**config.mk**
```make
export PLATFORM = sky130hd
export DESIGN_NAME = pts_core
export DESIGN_NICKNAME = d
export VERILOG_FILES = /design/src/core/pts_pkg.sv /design/src/core/pts_core.sv
export SDC_FILE = /design/constraint.sdc
export NUM_CORES = 2
export LEC_CHECK = 0
export BUFFER_PORTS_ARGS = -buffer_cell sky130_fd_sc_hd__buf_4
export CORE_MARGIN = 2
export CORE_UTILIZATION = 55
export DETAILED_ROUTE_END_ITERATION = 6
export PLACE_DENSITY = 0.77
export RECOVER_POWER = 100
export SLEW_MARGIN = 20
export SYNTH_ARGS = -nofsm -noshare
export SYNTH_HDL_FRONTEND = slang
export SYNTH_SLANG_ARGS = --single-unit
```
**constraint.sdc**
```tcl
create_clock -name clock -period 19.2 [get_ports clock]
set_input_delay 0.96 -clock clock [delete_from_list [all_inputs] [get_ports clock]]
set_output_delay 0.96 -clock clock [all_outputs]
set_load 0.02 [all_outputs]
```
**src/core/pts_pkg.sv**
```systemverilog
// Shared constants and types for the PTP frame timestamping core
package pts_pkg;
  // ----------------------------------------------------------------
  // Register map and fields
  // ----------------------------------------------------------------
  localparam logic [3:0]  PTS_CTRL_OFF   = 4'h0;
  localparam logic [3:0]  PTS_STAT_OFF   = 4'h4;
  localparam int          CTRL_OSE_BIT   = 0;
  localparam int          CTRL_TC_BIT    = 1;
  localparam int          CTRL_LAT_LSB   = 8;
  localparam logic [31:0] CTRL_RST       = 32'h0000_0000;
  localparam logic [1:0]  RESP_OKAY      = 2'h0;
  localparam logic [1:0]  RESP_DECERR    = 2'h3;
  // ----------------------------------------------------------------
  // Stamp opcodes, frame layout and timing
  // ----------------------------------------------------------------
  localparam logic [1:0]  OP_NOP         = 2'h0;
  localparam logic [1:0]  OP_ONE         = 2'h1;
  localparam logic [1:0]  OP_TWO         = 2'h2;
  localparam logic [11:0] CSUM_TO_CF     = 12'h00A;
  localparam logic [11:0] CF_BYTES       = 12'h008;
  localparam logic [11:0] TOD_BYTES      = 12'h00A;
  localparam logic [32:0] NS_PER_SEC     = 33'h0_3B9A_CA00;
  localparam logic [31:0] CRC_POLY       = 32'hEDB8_8320;
  localparam int          CLK_PERIOD_NS  = 40;
  // ----------------------------------------------------------------
  // Carriers
  // ----------------------------------------------------------------
  typedef struct packed {
    logic [7:0] data;
    logic       sop;
    logic       last;
    logic       vld;
  } pts_beat_t;
  typedef struct packed {
    logic [1:0]  op;
    logic        csum_upd;
    logic [15:0] tag;
    logic [11:0] stamp_off;
    logic [11:0] csum_off;
  } pts_cmd_t;
endpackage

```
**src/core/pts_core.sv**
```systemverilog
// PTP frame timestamping core: transmit stamping, receive stamping, register slave
//
// Chosen here: the AXI4-Lite slave port and the address map.
`timescale 1ns/1ns
module pts_core
  import pts_pkg::*;
#(
  parameter int DLY_BYTES = 20,
  parameter bit CF_FORMAT = 1'b0
) (
  // Clock and reset
  input  wire logic        clock,
  input  wire logic        rst_b,
  // AXI4-Lite register slave
  input  wire logic [3:0]  s_axi_awaddr,
  input  wire logic        s_axi_awvalid,
  output logic             s_axi_awready,
  input  wire logic [31:0] s_axi_wdata,
  input  wire logic [3:0]  s_axi_wstrb,
  input  wire logic        s_axi_wvalid,
  output logic             s_axi_wready,
  output logic [1:0]       s_axi_bresp,
  output logic             s_axi_bvalid,
  input  wire logic        s_axi_bready,
  input  wire logic [3:0]  s_axi_araddr,
  input  wire logic        s_axi_arvalid,
  output logic             s_axi_arready,
  output logic [31:0]      s_axi_rdata,
  output logic [1:0]       s_axi_rresp,
  output logic             s_axi_rvalid,
  input  wire logic        s_axi_rready,
  // Transmit stream and stamp return
  input  wire pts_beat_t   tx_in,
  input  wire pts_cmd_t    tx_cmd,
  input  wire logic [79:0] tx_timer,
  output logic             tx_in_ready,
  output pts_beat_t        tx_out,
  output logic             tx_ts_valid,
  output logic [15:0]      tx_ts_tag,
  output logic [79:0]      tx_ts,
  // Receive stream and stamp
  input  wire pts_beat_t   rx_in,
  input  wire logic [79:0] rx_timer,
  output pts_beat_t        rx_out,
  output logic             rx_ts_ena,
  output logic [79:0]      rx_ts
);
  // ----------------------------------------------------------------
  // Helpers
  // ----------------------------------------------------------------
  localparam logic [15:0] REF_NS = 16'(DLY_BYTES * CLK_PERIOD_NS);

  // Advance a timer value by ns in the selected format; the eighths are added in the correction format only
  function automatic logic [79:0] pts_adv(input logic [79:0] t, input logic [15:0] ns,
                                          input logic [2:0] fr, input logic cf);
    logic [32:0] s;
    s = 33'(t[31:0]) + 33'(ns);
    if (cf)
      pts_adv = {16'h0000, t[63:0] + {32'h0000_0000, ns, fr, 13'h0000}};
    else if (s >= NS_PER_SEC)
      pts_adv = {t[79:32] + 48'h1, 32'(s - NS_PER_SEC)};
    else
      pts_adv = {t[79:32], s[31:0]};
  endfunction

  // Ones-complement incremental update over five 16-bit words
  function automatic logic [15:0] pts_csum(input logic [15:0] hc, input logic [79:0] mo,
                                           input logic [79:0] mn);
    logic [19:0] s;
    s = {4'h0, ~hc};
    for (int i = 0; i < 5; i++)
      s = s + {4'h0, ~mo[i*16 +: 16]} + {4'h0, mn[i*16 +: 16]};
    s = {4'h0, s[15:0]} + {16'h0000, s[19:16]};
    s = {4'h0, s[15:0]} + {16'h0000, s[19:16]};
    pts_csum = ~s[15:0];
  endfunction

  // Reflected CRC-32 over one byte
  function automatic logic [31:0] pts_crc(input logic [31:0] c, input logic [7:0] d);
    logic [31:0] r;
    r = c ^ {24'h000000, d};
    for (int i = 0; i < 8; i++)
      r = r[0] ? ((r >> 1) ^ CRC_POLY) : (r >> 1);
    pts_crc = r;
  endfunction

  // ----------------------------------------------------------------
  // Register slave
  // ----------------------------------------------------------------
  logic [31:0] ctrl_r;
  logic [15:0] tx_cnt_r, rx_cnt_r;
  logic        awready_r, bvalid_r, arready_r, rvalid_r;
  logic [1:0]  bresp_r, rresp_r;
  logic [31:0] rdata_r;
  logic        ose, tcm;
  logic [10:0] lat;
  assign ose = ctrl_r[CTRL_OSE_BIT];
  assign tcm = ctrl_r[CTRL_TC_BIT];
  assign lat = ctrl_r[CTRL_LAT_LSB +: 11];

  // Write: address and data taken together, one write in flight
  always_ff @(posedge clock or negedge rst_b) begin
    if (!rst_b) begin
      ctrl_r    <= CTRL_RST;
      awready_r <= 1'b0;
      bvalid_r  <= 1'b0;
      bresp_r   <= RESP_OKAY;
    end else begin
      awready_r <= s_axi_awvalid && s_axi_wvalid && !awready_r && !bvalid_r;
      if (awready_r) begin
        bvalid_r <= 1'b1;
        bresp_r  <= (s_axi_awaddr == PTS_CTRL_OFF || s_axi_awaddr == PTS_STAT_OFF)
                    ? RESP_OKAY : RESP_DECERR;
        if (s_axi_awaddr == PTS_CTRL_OFF) begin
          for (int b = 0; b < 4; b++)
            if (s_axi_wstrb[b])
              ctrl_r[b*8 +: 8] <= s_axi_wdata[b*8 +: 8];
        end
      end else if (s_axi_bready) begin
        bvalid_r <= 1'b0;
      end
    end
  end

  // Read: status shows stamp counts from both paths
  always_ff @(posedge clock or negedge rst_b) begin
    if (!rst_b) begin
      arready_r <= 1'b0;
      rvalid_r  <= 1'b0;
      rresp_r   <= RESP_OKAY;
      rdata_r   <= 32'h0000_0000;
    end else begin
      arready_r <= s_axi_arvalid && !arready_r && !rvalid_r;
      if (arready_r) begin
        rvalid_r <= 1'b1;
        rresp_r  <= RESP_OKAY;
        rdata_r  <= 32'h0000_0000;
        if (s_axi_araddr == PTS_CTRL_OFF)
          rdata_r <= ctrl_r;
        else if (s_axi_araddr == PTS_STAT_OFF)
          rdata_r <= {rx_cnt_r, tx_cnt_r};
        else
          rresp_r <= RESP_DECERR;
      end else if (s_axi_rready) begin
        rvalid_r <= 1'b0;
      end
    end
  end

  // ----------------------------------------------------------------
  // Transmit input side: command capture and field sampling
  // ----------------------------------------------------------------
  pts_beat_t   dl_r [DLY_BYTES];
  pts_cmd_t    cmd_r, cc;
  logic        rdy_r, one_r, cfm_r, take, take_sop, one_en, cfm, cur_one, cur_cf;
  logic [79:0] stamp_r;
  logic [63:0] cf_old_r;
  logic [15:0] hc_r;
  logic [11:0] pin_r, ipos, icpos;
  assign take     = tx_in.vld && rdy_r;
  assign take_sop = take && tx_in.sop;
  assign one_en   = (tx_cmd.op == OP_ONE) && ose;
  assign cfm      = CF_FORMAT || tcm;
  assign cc       = tx_in.sop ? tx_cmd : cmd_r;
  assign cur_one  = tx_in.sop ? one_en : one_r;
  assign cur_cf   = tx_in.sop ? cfm : cfm_r;
  assign ipos     = tx_in.sop ? 12'h000 : pin_r;
  assign icpos    = cur_cf ? cc.stamp_off - CSUM_TO_CF : cc.csum_off;

  // Stamp taken as the start byte enters; the timer is already on this clock
  always_ff @(posedge clock or negedge rst_b) begin
    if (!rst_b) begin
      cmd_r   <= '0;
      one_r   <= 1'b0;
      cfm_r   <= 1'b0;
      stamp_r <= 80'h0;
    end else if (take_sop) begin
      cmd_r   <= tx_cmd;
      one_r   <= one_en;
      cfm_r   <= cfm;
      stamp_r <= one_en ? pts_adv(tx_timer, {8'h00, lat[10:3]}, lat[2:0], cfm)
                        : pts_adv(tx_timer, REF_NS, 3'h0, cfm);
    end
  end

  // Old correction field and checksum grabbed on the way in
  always_ff @(posedge clock or negedge rst_b) begin
    if (!rst_b) begin
      pin_r    <= 12'h000;
      cf_old_r <= 64'h0;
      hc_r     <= 16'h0000;
    end else if (take) begin
      pin_r <= ipos + 12'h001;
      if (cur_one && cur_cf && (ipos - cc.stamp_off) < CF_BYTES)
        cf_old_r <= {cf_old_r[55:0], tx_in.data};
      if (ipos == icpos)
        hc_r[15:8] <= tx_in.data;
      if (ipos == icpos + 12'h001)
        hc_r[7:0] <= tx_in.data;
    end
  end

  // Delay line gives the checksum time to see the whole correction field
  always_ff @(posedge clock or negedge rst_b) begin
    if (!rst_b) begin
      for (int i = 0; i < DLY_BYTES; i++)
        dl_r[i] <= '0;
    end else begin
      dl_r[0]     <= take ? tx_in : '0;
      for (int i = 1; i < DLY_BYTES; i++)
        dl_r[i] <= dl_r[i-1];
    end
  end

  // ----------------------------------------------------------------
  // Transmit output side: modification, FCS, stamp return
  // ----------------------------------------------------------------
  typedef enum logic {OS_DATA, OS_FCS} pts_ostate_t;
  pts_ostate_t os_r;
  pts_beat_t   tail, tx_out_r;
  logic [11:0] pout_r, opos, rel, ocpos;
  logic [63:0] cf_new;
  logic [15:0] hc_new;
  logic [31:0] crc_r;
  logic [1:0]  fcs_i_r;
  logic [7:0]  ob;
  logic        ts_vld_r;
  logic [15:0] ts_tag_r;
  logic [79:0] ts_r;
  assign tail   = dl_r[DLY_BYTES-1];
  assign opos   = tail.sop ? 12'h000 : pout_r;
  assign rel    = opos - cmd_r.stamp_off;
  assign ocpos  = cfm_r ? cmd_r.stamp_off - CSUM_TO_CF : cmd_r.csum_off;
  assign cf_new = cf_old_r + stamp_r[63:0];
  assign hc_new = cfm_r ? pts_csum(hc_r, {16'h0000, cf_old_r}, {16'h0000, cf_new})
                        : pts_csum(hc_r, 80'h0, stamp_r);

  // Byte replacement; two-step and plain frames fall straight through
  always_comb begin
    ob = tail.data;
    if (one_r) begin
      if (cfm_r && rel < CF_BYTES)
        ob = cf_new[(3'h7 - rel[2:0])*8 +: 8];
      else if (!cfm_r && rel < TOD_BYTES)
        ob = stamp_r[(4'h9 - rel[3:0])*8 +: 8];
      if (cmd_r.csum_upd && opos == ocpos)
        ob = hc_new[15:8];
      if (cmd_r.csum_upd && opos == ocpos + 12'h001)
        ob = hc_new[7:0];
    end
  end

  // Output bytes, then four FCS bytes over what was actually sent
  always_ff @(posedge clock or negedge rst_b) begin
    if (!rst_b) begin
      os_r     <= OS_DATA;
      tx_out_r <= '0;
      pout_r   <= 12'h000;
      crc_r    <= 32'hFFFF_FFFF;
      fcs_i_r  <= 2'h0;
      rdy_r    <= 1'b1;
    end else begin
      tx_out_r <= '0;
      if (take && tx_in.last)
        rdy_r <= 1'b0;
      unique case (os_r)
        OS_DATA: begin
          if (tail.vld) begin
            tx_out_r <= '{data: ob, sop: tail.sop, last: 1'b0, vld: 1'b1};
            crc_r    <= pts_crc(tail.sop ? 32'hFFFF_FFFF : crc_r, ob);
            pout_r   <= opos + 12'h001;
            fcs_i_r  <= 2'h0;
            if (tail.last)
              os_r <= OS_FCS;
          end
        end
        OS_FCS: begin
          tx_out_r <= '{data: ~crc_r[fcs_i_r*8 +: 8], sop: 1'b0,
                        last: (fcs_i_r == 2'h3), vld: 1'b1};
          fcs_i_r  <= fcs_i_r + 2'h1;
          if (fcs_i_r == 2'h3) begin
            os_r  <= OS_DATA;
            rdy_r <= 1'b1;
          end
        end
      endcase
    end
  end

  // Stamp and tag returned as the start byte leaves
  always_ff @(posedge clock or negedge rst_b) begin
    if (!rst_b) begin
      ts_vld_r <= 1'b0;
      ts_tag_r <= 16'h0000;
      ts_r     <= 80'h0;
      tx_cnt_r <= 16'h0000;
    end else begin
      ts_vld_r <= 1'b0;
      if (tail.vld && tail.sop && (cmd_r.op == OP_ONE || cmd_r.op == OP_TWO)) begin
        ts_vld_r <= 1'b1;
        ts_tag_r <= cmd_r.tag;
        ts_r     <= stamp_r;
        tx_cnt_r <= tx_cnt_r + 16'h0001;
      end
    end
  end

  // ----------------------------------------------------------------
  // Receive: every start of packet stamped, no parsing
  // ----------------------------------------------------------------
  pts_beat_t   rx_out_r;
  logic        rx_ena_r;
  logic [79:0] rx_ts_r;
  always_ff @(posedge clock or negedge rst_b) begin
    if (!rst_b) begin
      rx_out_r <= '0;
      rx_ena_r <= 1'b0;
      rx_ts_r  <= 80'h0;
      rx_cnt_r <= 16'h0000;
    end else begin
      rx_out_r <= rx_in;
      rx_ena_r <= rx_in.vld && rx_in.sop;
      if (rx_in.vld && rx_in.sop) begin
        rx_ts_r  <= rx_timer;
        rx_cnt_r <= rx_cnt_r + 16'h0001;
      end
    end
  end

  // Outputs straight from flops
  assign s_axi_awready = awready_r;
  assign s_axi_wready  = awready_r;
  assign s_axi_bvalid  = bvalid_r;
  assign s_axi_bresp   = bresp_r;
  assign s_axi_arready = arready_r;
  assign s_axi_rvalid  = rvalid_r;
  assign s_axi_rresp   = rresp_r;
  assign s_axi_rdata   = rdata_r;
  assign tx_in_ready   = rdy_r;
  assign tx_out        = tx_out_r;
  assign tx_ts_valid   = ts_vld_r;
  assign tx_ts_tag     = ts_tag_r;
  assign tx_ts         = ts_r;
  assign rx_out        = rx_out_r;
  assign rx_ts_ena     = rx_ena_r;
  assign rx_ts         = rx_ts_r;
endmodule

```
==> flow_metrics.env <==
export IMPL_slew_headroom_pct=-205
export IMPL_vias_per_cell=6.22
export IMPL_synth_edf_count=0
export IMPL_tritoncts="done"
export IMPL_finalSetupViolCount=0
export IMPL_wl_met1_um=72500
export IMPL_track_usage_pct=39.2
export IMPL_avgSynthCellArea_um2=9.86
export IMPL_crit_type="register to register"
export IMPL_routed_wirelength_um=189000
export IMPL_dr_wl_met3_um=18800
export IMPL_grt_max_degree=82
export IMPL_period_share_pct=81.2
export IMPL_drc_errors=0
export IMPL_numCtsBuffers=86
export IMPL_synth_common_cells="dfrtp_1 (754), nand2_1 (485), inv_1 (427)"
export IMPL_cp_num_cells=50
export IMPL_failed_checks="capacitance limit, slew limit"
export IMPL_rows=112
export IMPL_crit_buf_inv=2
export IMPL_cap_violations=24
export IMPL_wl_met2_um=82000
export IMPL_cts_setup_buffers=0
export IMPL_arrival_ns=16.21
export IMPL_ctsHtreeMaxLevel=3
export IMPL_crit_start="stamp_r[2]"
export IMPL_synthesis_nets=5896
export IMPL_area_delta_synth_final_pct=13.4
export IMPL_rsz0062_at_grt="false"
export IMPL_dp_hpwl_um=148000
export IMPL_start_kind="register"
export IMPL_core_um2=93200
export IMPL_antenna_found_initial=25
export IMPL_portBuffers=517
export IMPL_ys_seq_elements=787
export IMPL_reg2reg_from="stamp_r[2]"
export IMPL_synth_most_common_cell="dfrtp_1"
export IMPL_wl_per_cell_um=27.0
export IMPL_fillers=7867
export IMPL_hold_viol=0
export IMPL_layout_drive_gt1_share_pct=15.4
export IMPL_topRoutingLayerUsed="met5"
export IMPL_yosysSeqAreaShare_pct=38.3
export IMPL_drt_iter0_drc=4821
export IMPL_finalSetupTns_ns=0
export IMPL_ys_top_cells_by_area="dfrtp_1 (37%), fa_1 (6.9%), mux2_2 (6.4%)"
export IMPL_register_area_um2=19700
export IMPL_routabilityCongestion=1.08
export IMPL_ant_nets=0
export IMPL_clock_sinks=787
export IMPL_fp_dieH_um=310
export IMPL_hp_class="register to register"
export IMPL_firstDrtPassIters=6
export IMPL_fin_worst_skew_ns=0.0375
export IMPL_critPathCaptureType="register"
export IMPL_chipWidth_um=310
export IMPL_io_pins=518
export IMPL_regToRegEndpoint="crc_r[23]"
export IMPL_slew_viol_final=1352
export IMPL_ys_async_sr_fraction_pct=100
export IMPL_clk_pin_slew_ns=0.06
export IMPL_worst_path_most_repeated_cell="fa_1"
export IMPL_worst_pin_slew_ns=4.57
export IMPL_num_vias=43600
export IMPL_overflow=0
export IMPL_synth_cell_types=119
export IMPL_cp_max_fo=11
export IMPL_max_freq_mhz=64.1
export IMPL_fin_crit_ns=15.60
export IMPL_grt_pass1_vias=42600
export IMPL_status="complete, but fails checks"
export IMPL_rr_worst_depth=50
export IMPL_initial_core_util_pct=55.3
export IMPL_grt_pass1_wl_um=277000
export IMPL_synth_top_area_share_pct=36.6
export IMPL_syn_area_um2=51600
export IMPL_hold_buffers=0
export IMPL_post_cts_resized=0
export IMPL_slowest_delay_ns=1.20
export IMPL_clockBufferDepth=3
export IMPL_fin_nets=6336
export IMPL_post_synth_top_area_cell="dfrtp_1"
export IMPL_ys_flop_type="dfrtp_1"
export IMPL_ff2ff_setup_slack_ns=3.60
export IMPL_critPathRequiredTime_ns=19.81
export IMPL_netlist_instances=5233
export IMPL_root_buffer="clkbuf_16"
export IMPL_crit_family="compound AO/OA/AOI/OAI gates"
export IMPL_multi_input_area_um2=29200
export IMPL_cp_endpoint="crc_r[23]"
export IMPL_yosys_warnings=0
export IMPL_die_area_um2=96200
export IMPL_fin_util_pct=62.7
export IMPL_worstSkewPairLatency_ns=0.71
export IMPL_crit_slowest_cell="xor2_1"
placed cells by master (no fill, tap or decap), types with 68 or more instances in the layout:
cell	synthesis	layout
clkbuf_16	0	86
nor3_1	121	120
fa_1	177	177
nand2_1	485	484
nand3_1	152	152
buf_4	5	302
nand4_1	68	68
ha_1	210	209
nor2_1	328	327
mux2i_1	93	93
inv_1	427	428
dfrtp_1	754	752
o21ai_0	278	293
clkbuf_1	183	284
xnor2_1	257	261
xor2_1	161	164
a21oi_1	245	245
mux2_2	294	293
worst min-delay path by stage:
stage | from | endpoint | slack [ns] | depth (start not counted)
finish | dl_r[123] | dl_r[112] | 0.33 | 0
CTS | rst_b | pin_r[11] | 0.26 | 1
detailed placement | dl_r[134] | dl_r[123] | 0.33 | 0
global route | dl_r[197] | dl_r[186] | 0.34 | 0
floorplan | dl_r[11] | dl_r[0] | 0.33 | 0
global placement | dl_r[101] | dl_r[90] | 0.33 | 0
kinds of logic (layout without fill, tap and decap cells):
group / after synthesis / after routing / share of synthesized area, %
AOI/OAI and AO/OA: 1046 / 1046 / 13.3
xor gates and xnor gates: 438 / 438 / 7.93
adders and majority gates: 388 / 388 / 12.0
buffers and inverters: 659 / 1168 / 4.92
DFF: 787 / 787 / 38.3
muxes: 419 / 419 / 9.57
other: 0 / 21 / 0
and+or+nand+nor: 1496 / 1496 / 14.1
state kept, by name, indices dropped and copies added (netlist names), 2 cells and up:
name         count
dl_r           220
rx_ts           80
stamp_r         80
tx_ts           80
cf_old_r        64
cmd_r           43
crc_r           32
ctrl_r          32
s_axi_rdata     32
hc_r            16
rx_cnt_r        16
tx_cnt_r        16
tx_ts_tag       16
pin_r           12
pout_r          12
rx_out          11
tx_out          11
fcs_i_r          2
cell type report:
type | instances | share of cell area [%]
sequential | 787 | 33.8
clock buffer | 116 | 4.08
antenna | 21 | 0.0899
inverter | 432 | 2.78
multi-input combinational | 3787 | 49.9
tap | 1254 | 2.68
timing repair buffer | 579 | 5.73
clock inverter | 41 | 1.00
layer usage:
metal  vias to the layer above  global-route usage (%)
met5                         -                    1.11
met4                        10                    26.8
li1                      19100                       -
met3                       602                    9.87
met1                     21400                    50.0
met2                      2412                    58.6
through the flow:
step	instances	hold slack, ns	area [µm²]	setup slack [ns]
2_1_floorplan	5233	0.331	51600	7.37
3_3_place_gp	6839	0.331	56600	5.67
3_5_place_dp	6839	0.335	56600	5.53
4_1_cts	6996	0.263	59600	5.45
5_1_grt	7012	0.342	58500	2.49
6_report	7017	0.325	58500	3.60
Power is left out: the tool's default activity adds up to more than one toggle a clock period on the data nets, which glitch-free logic cannot reach.
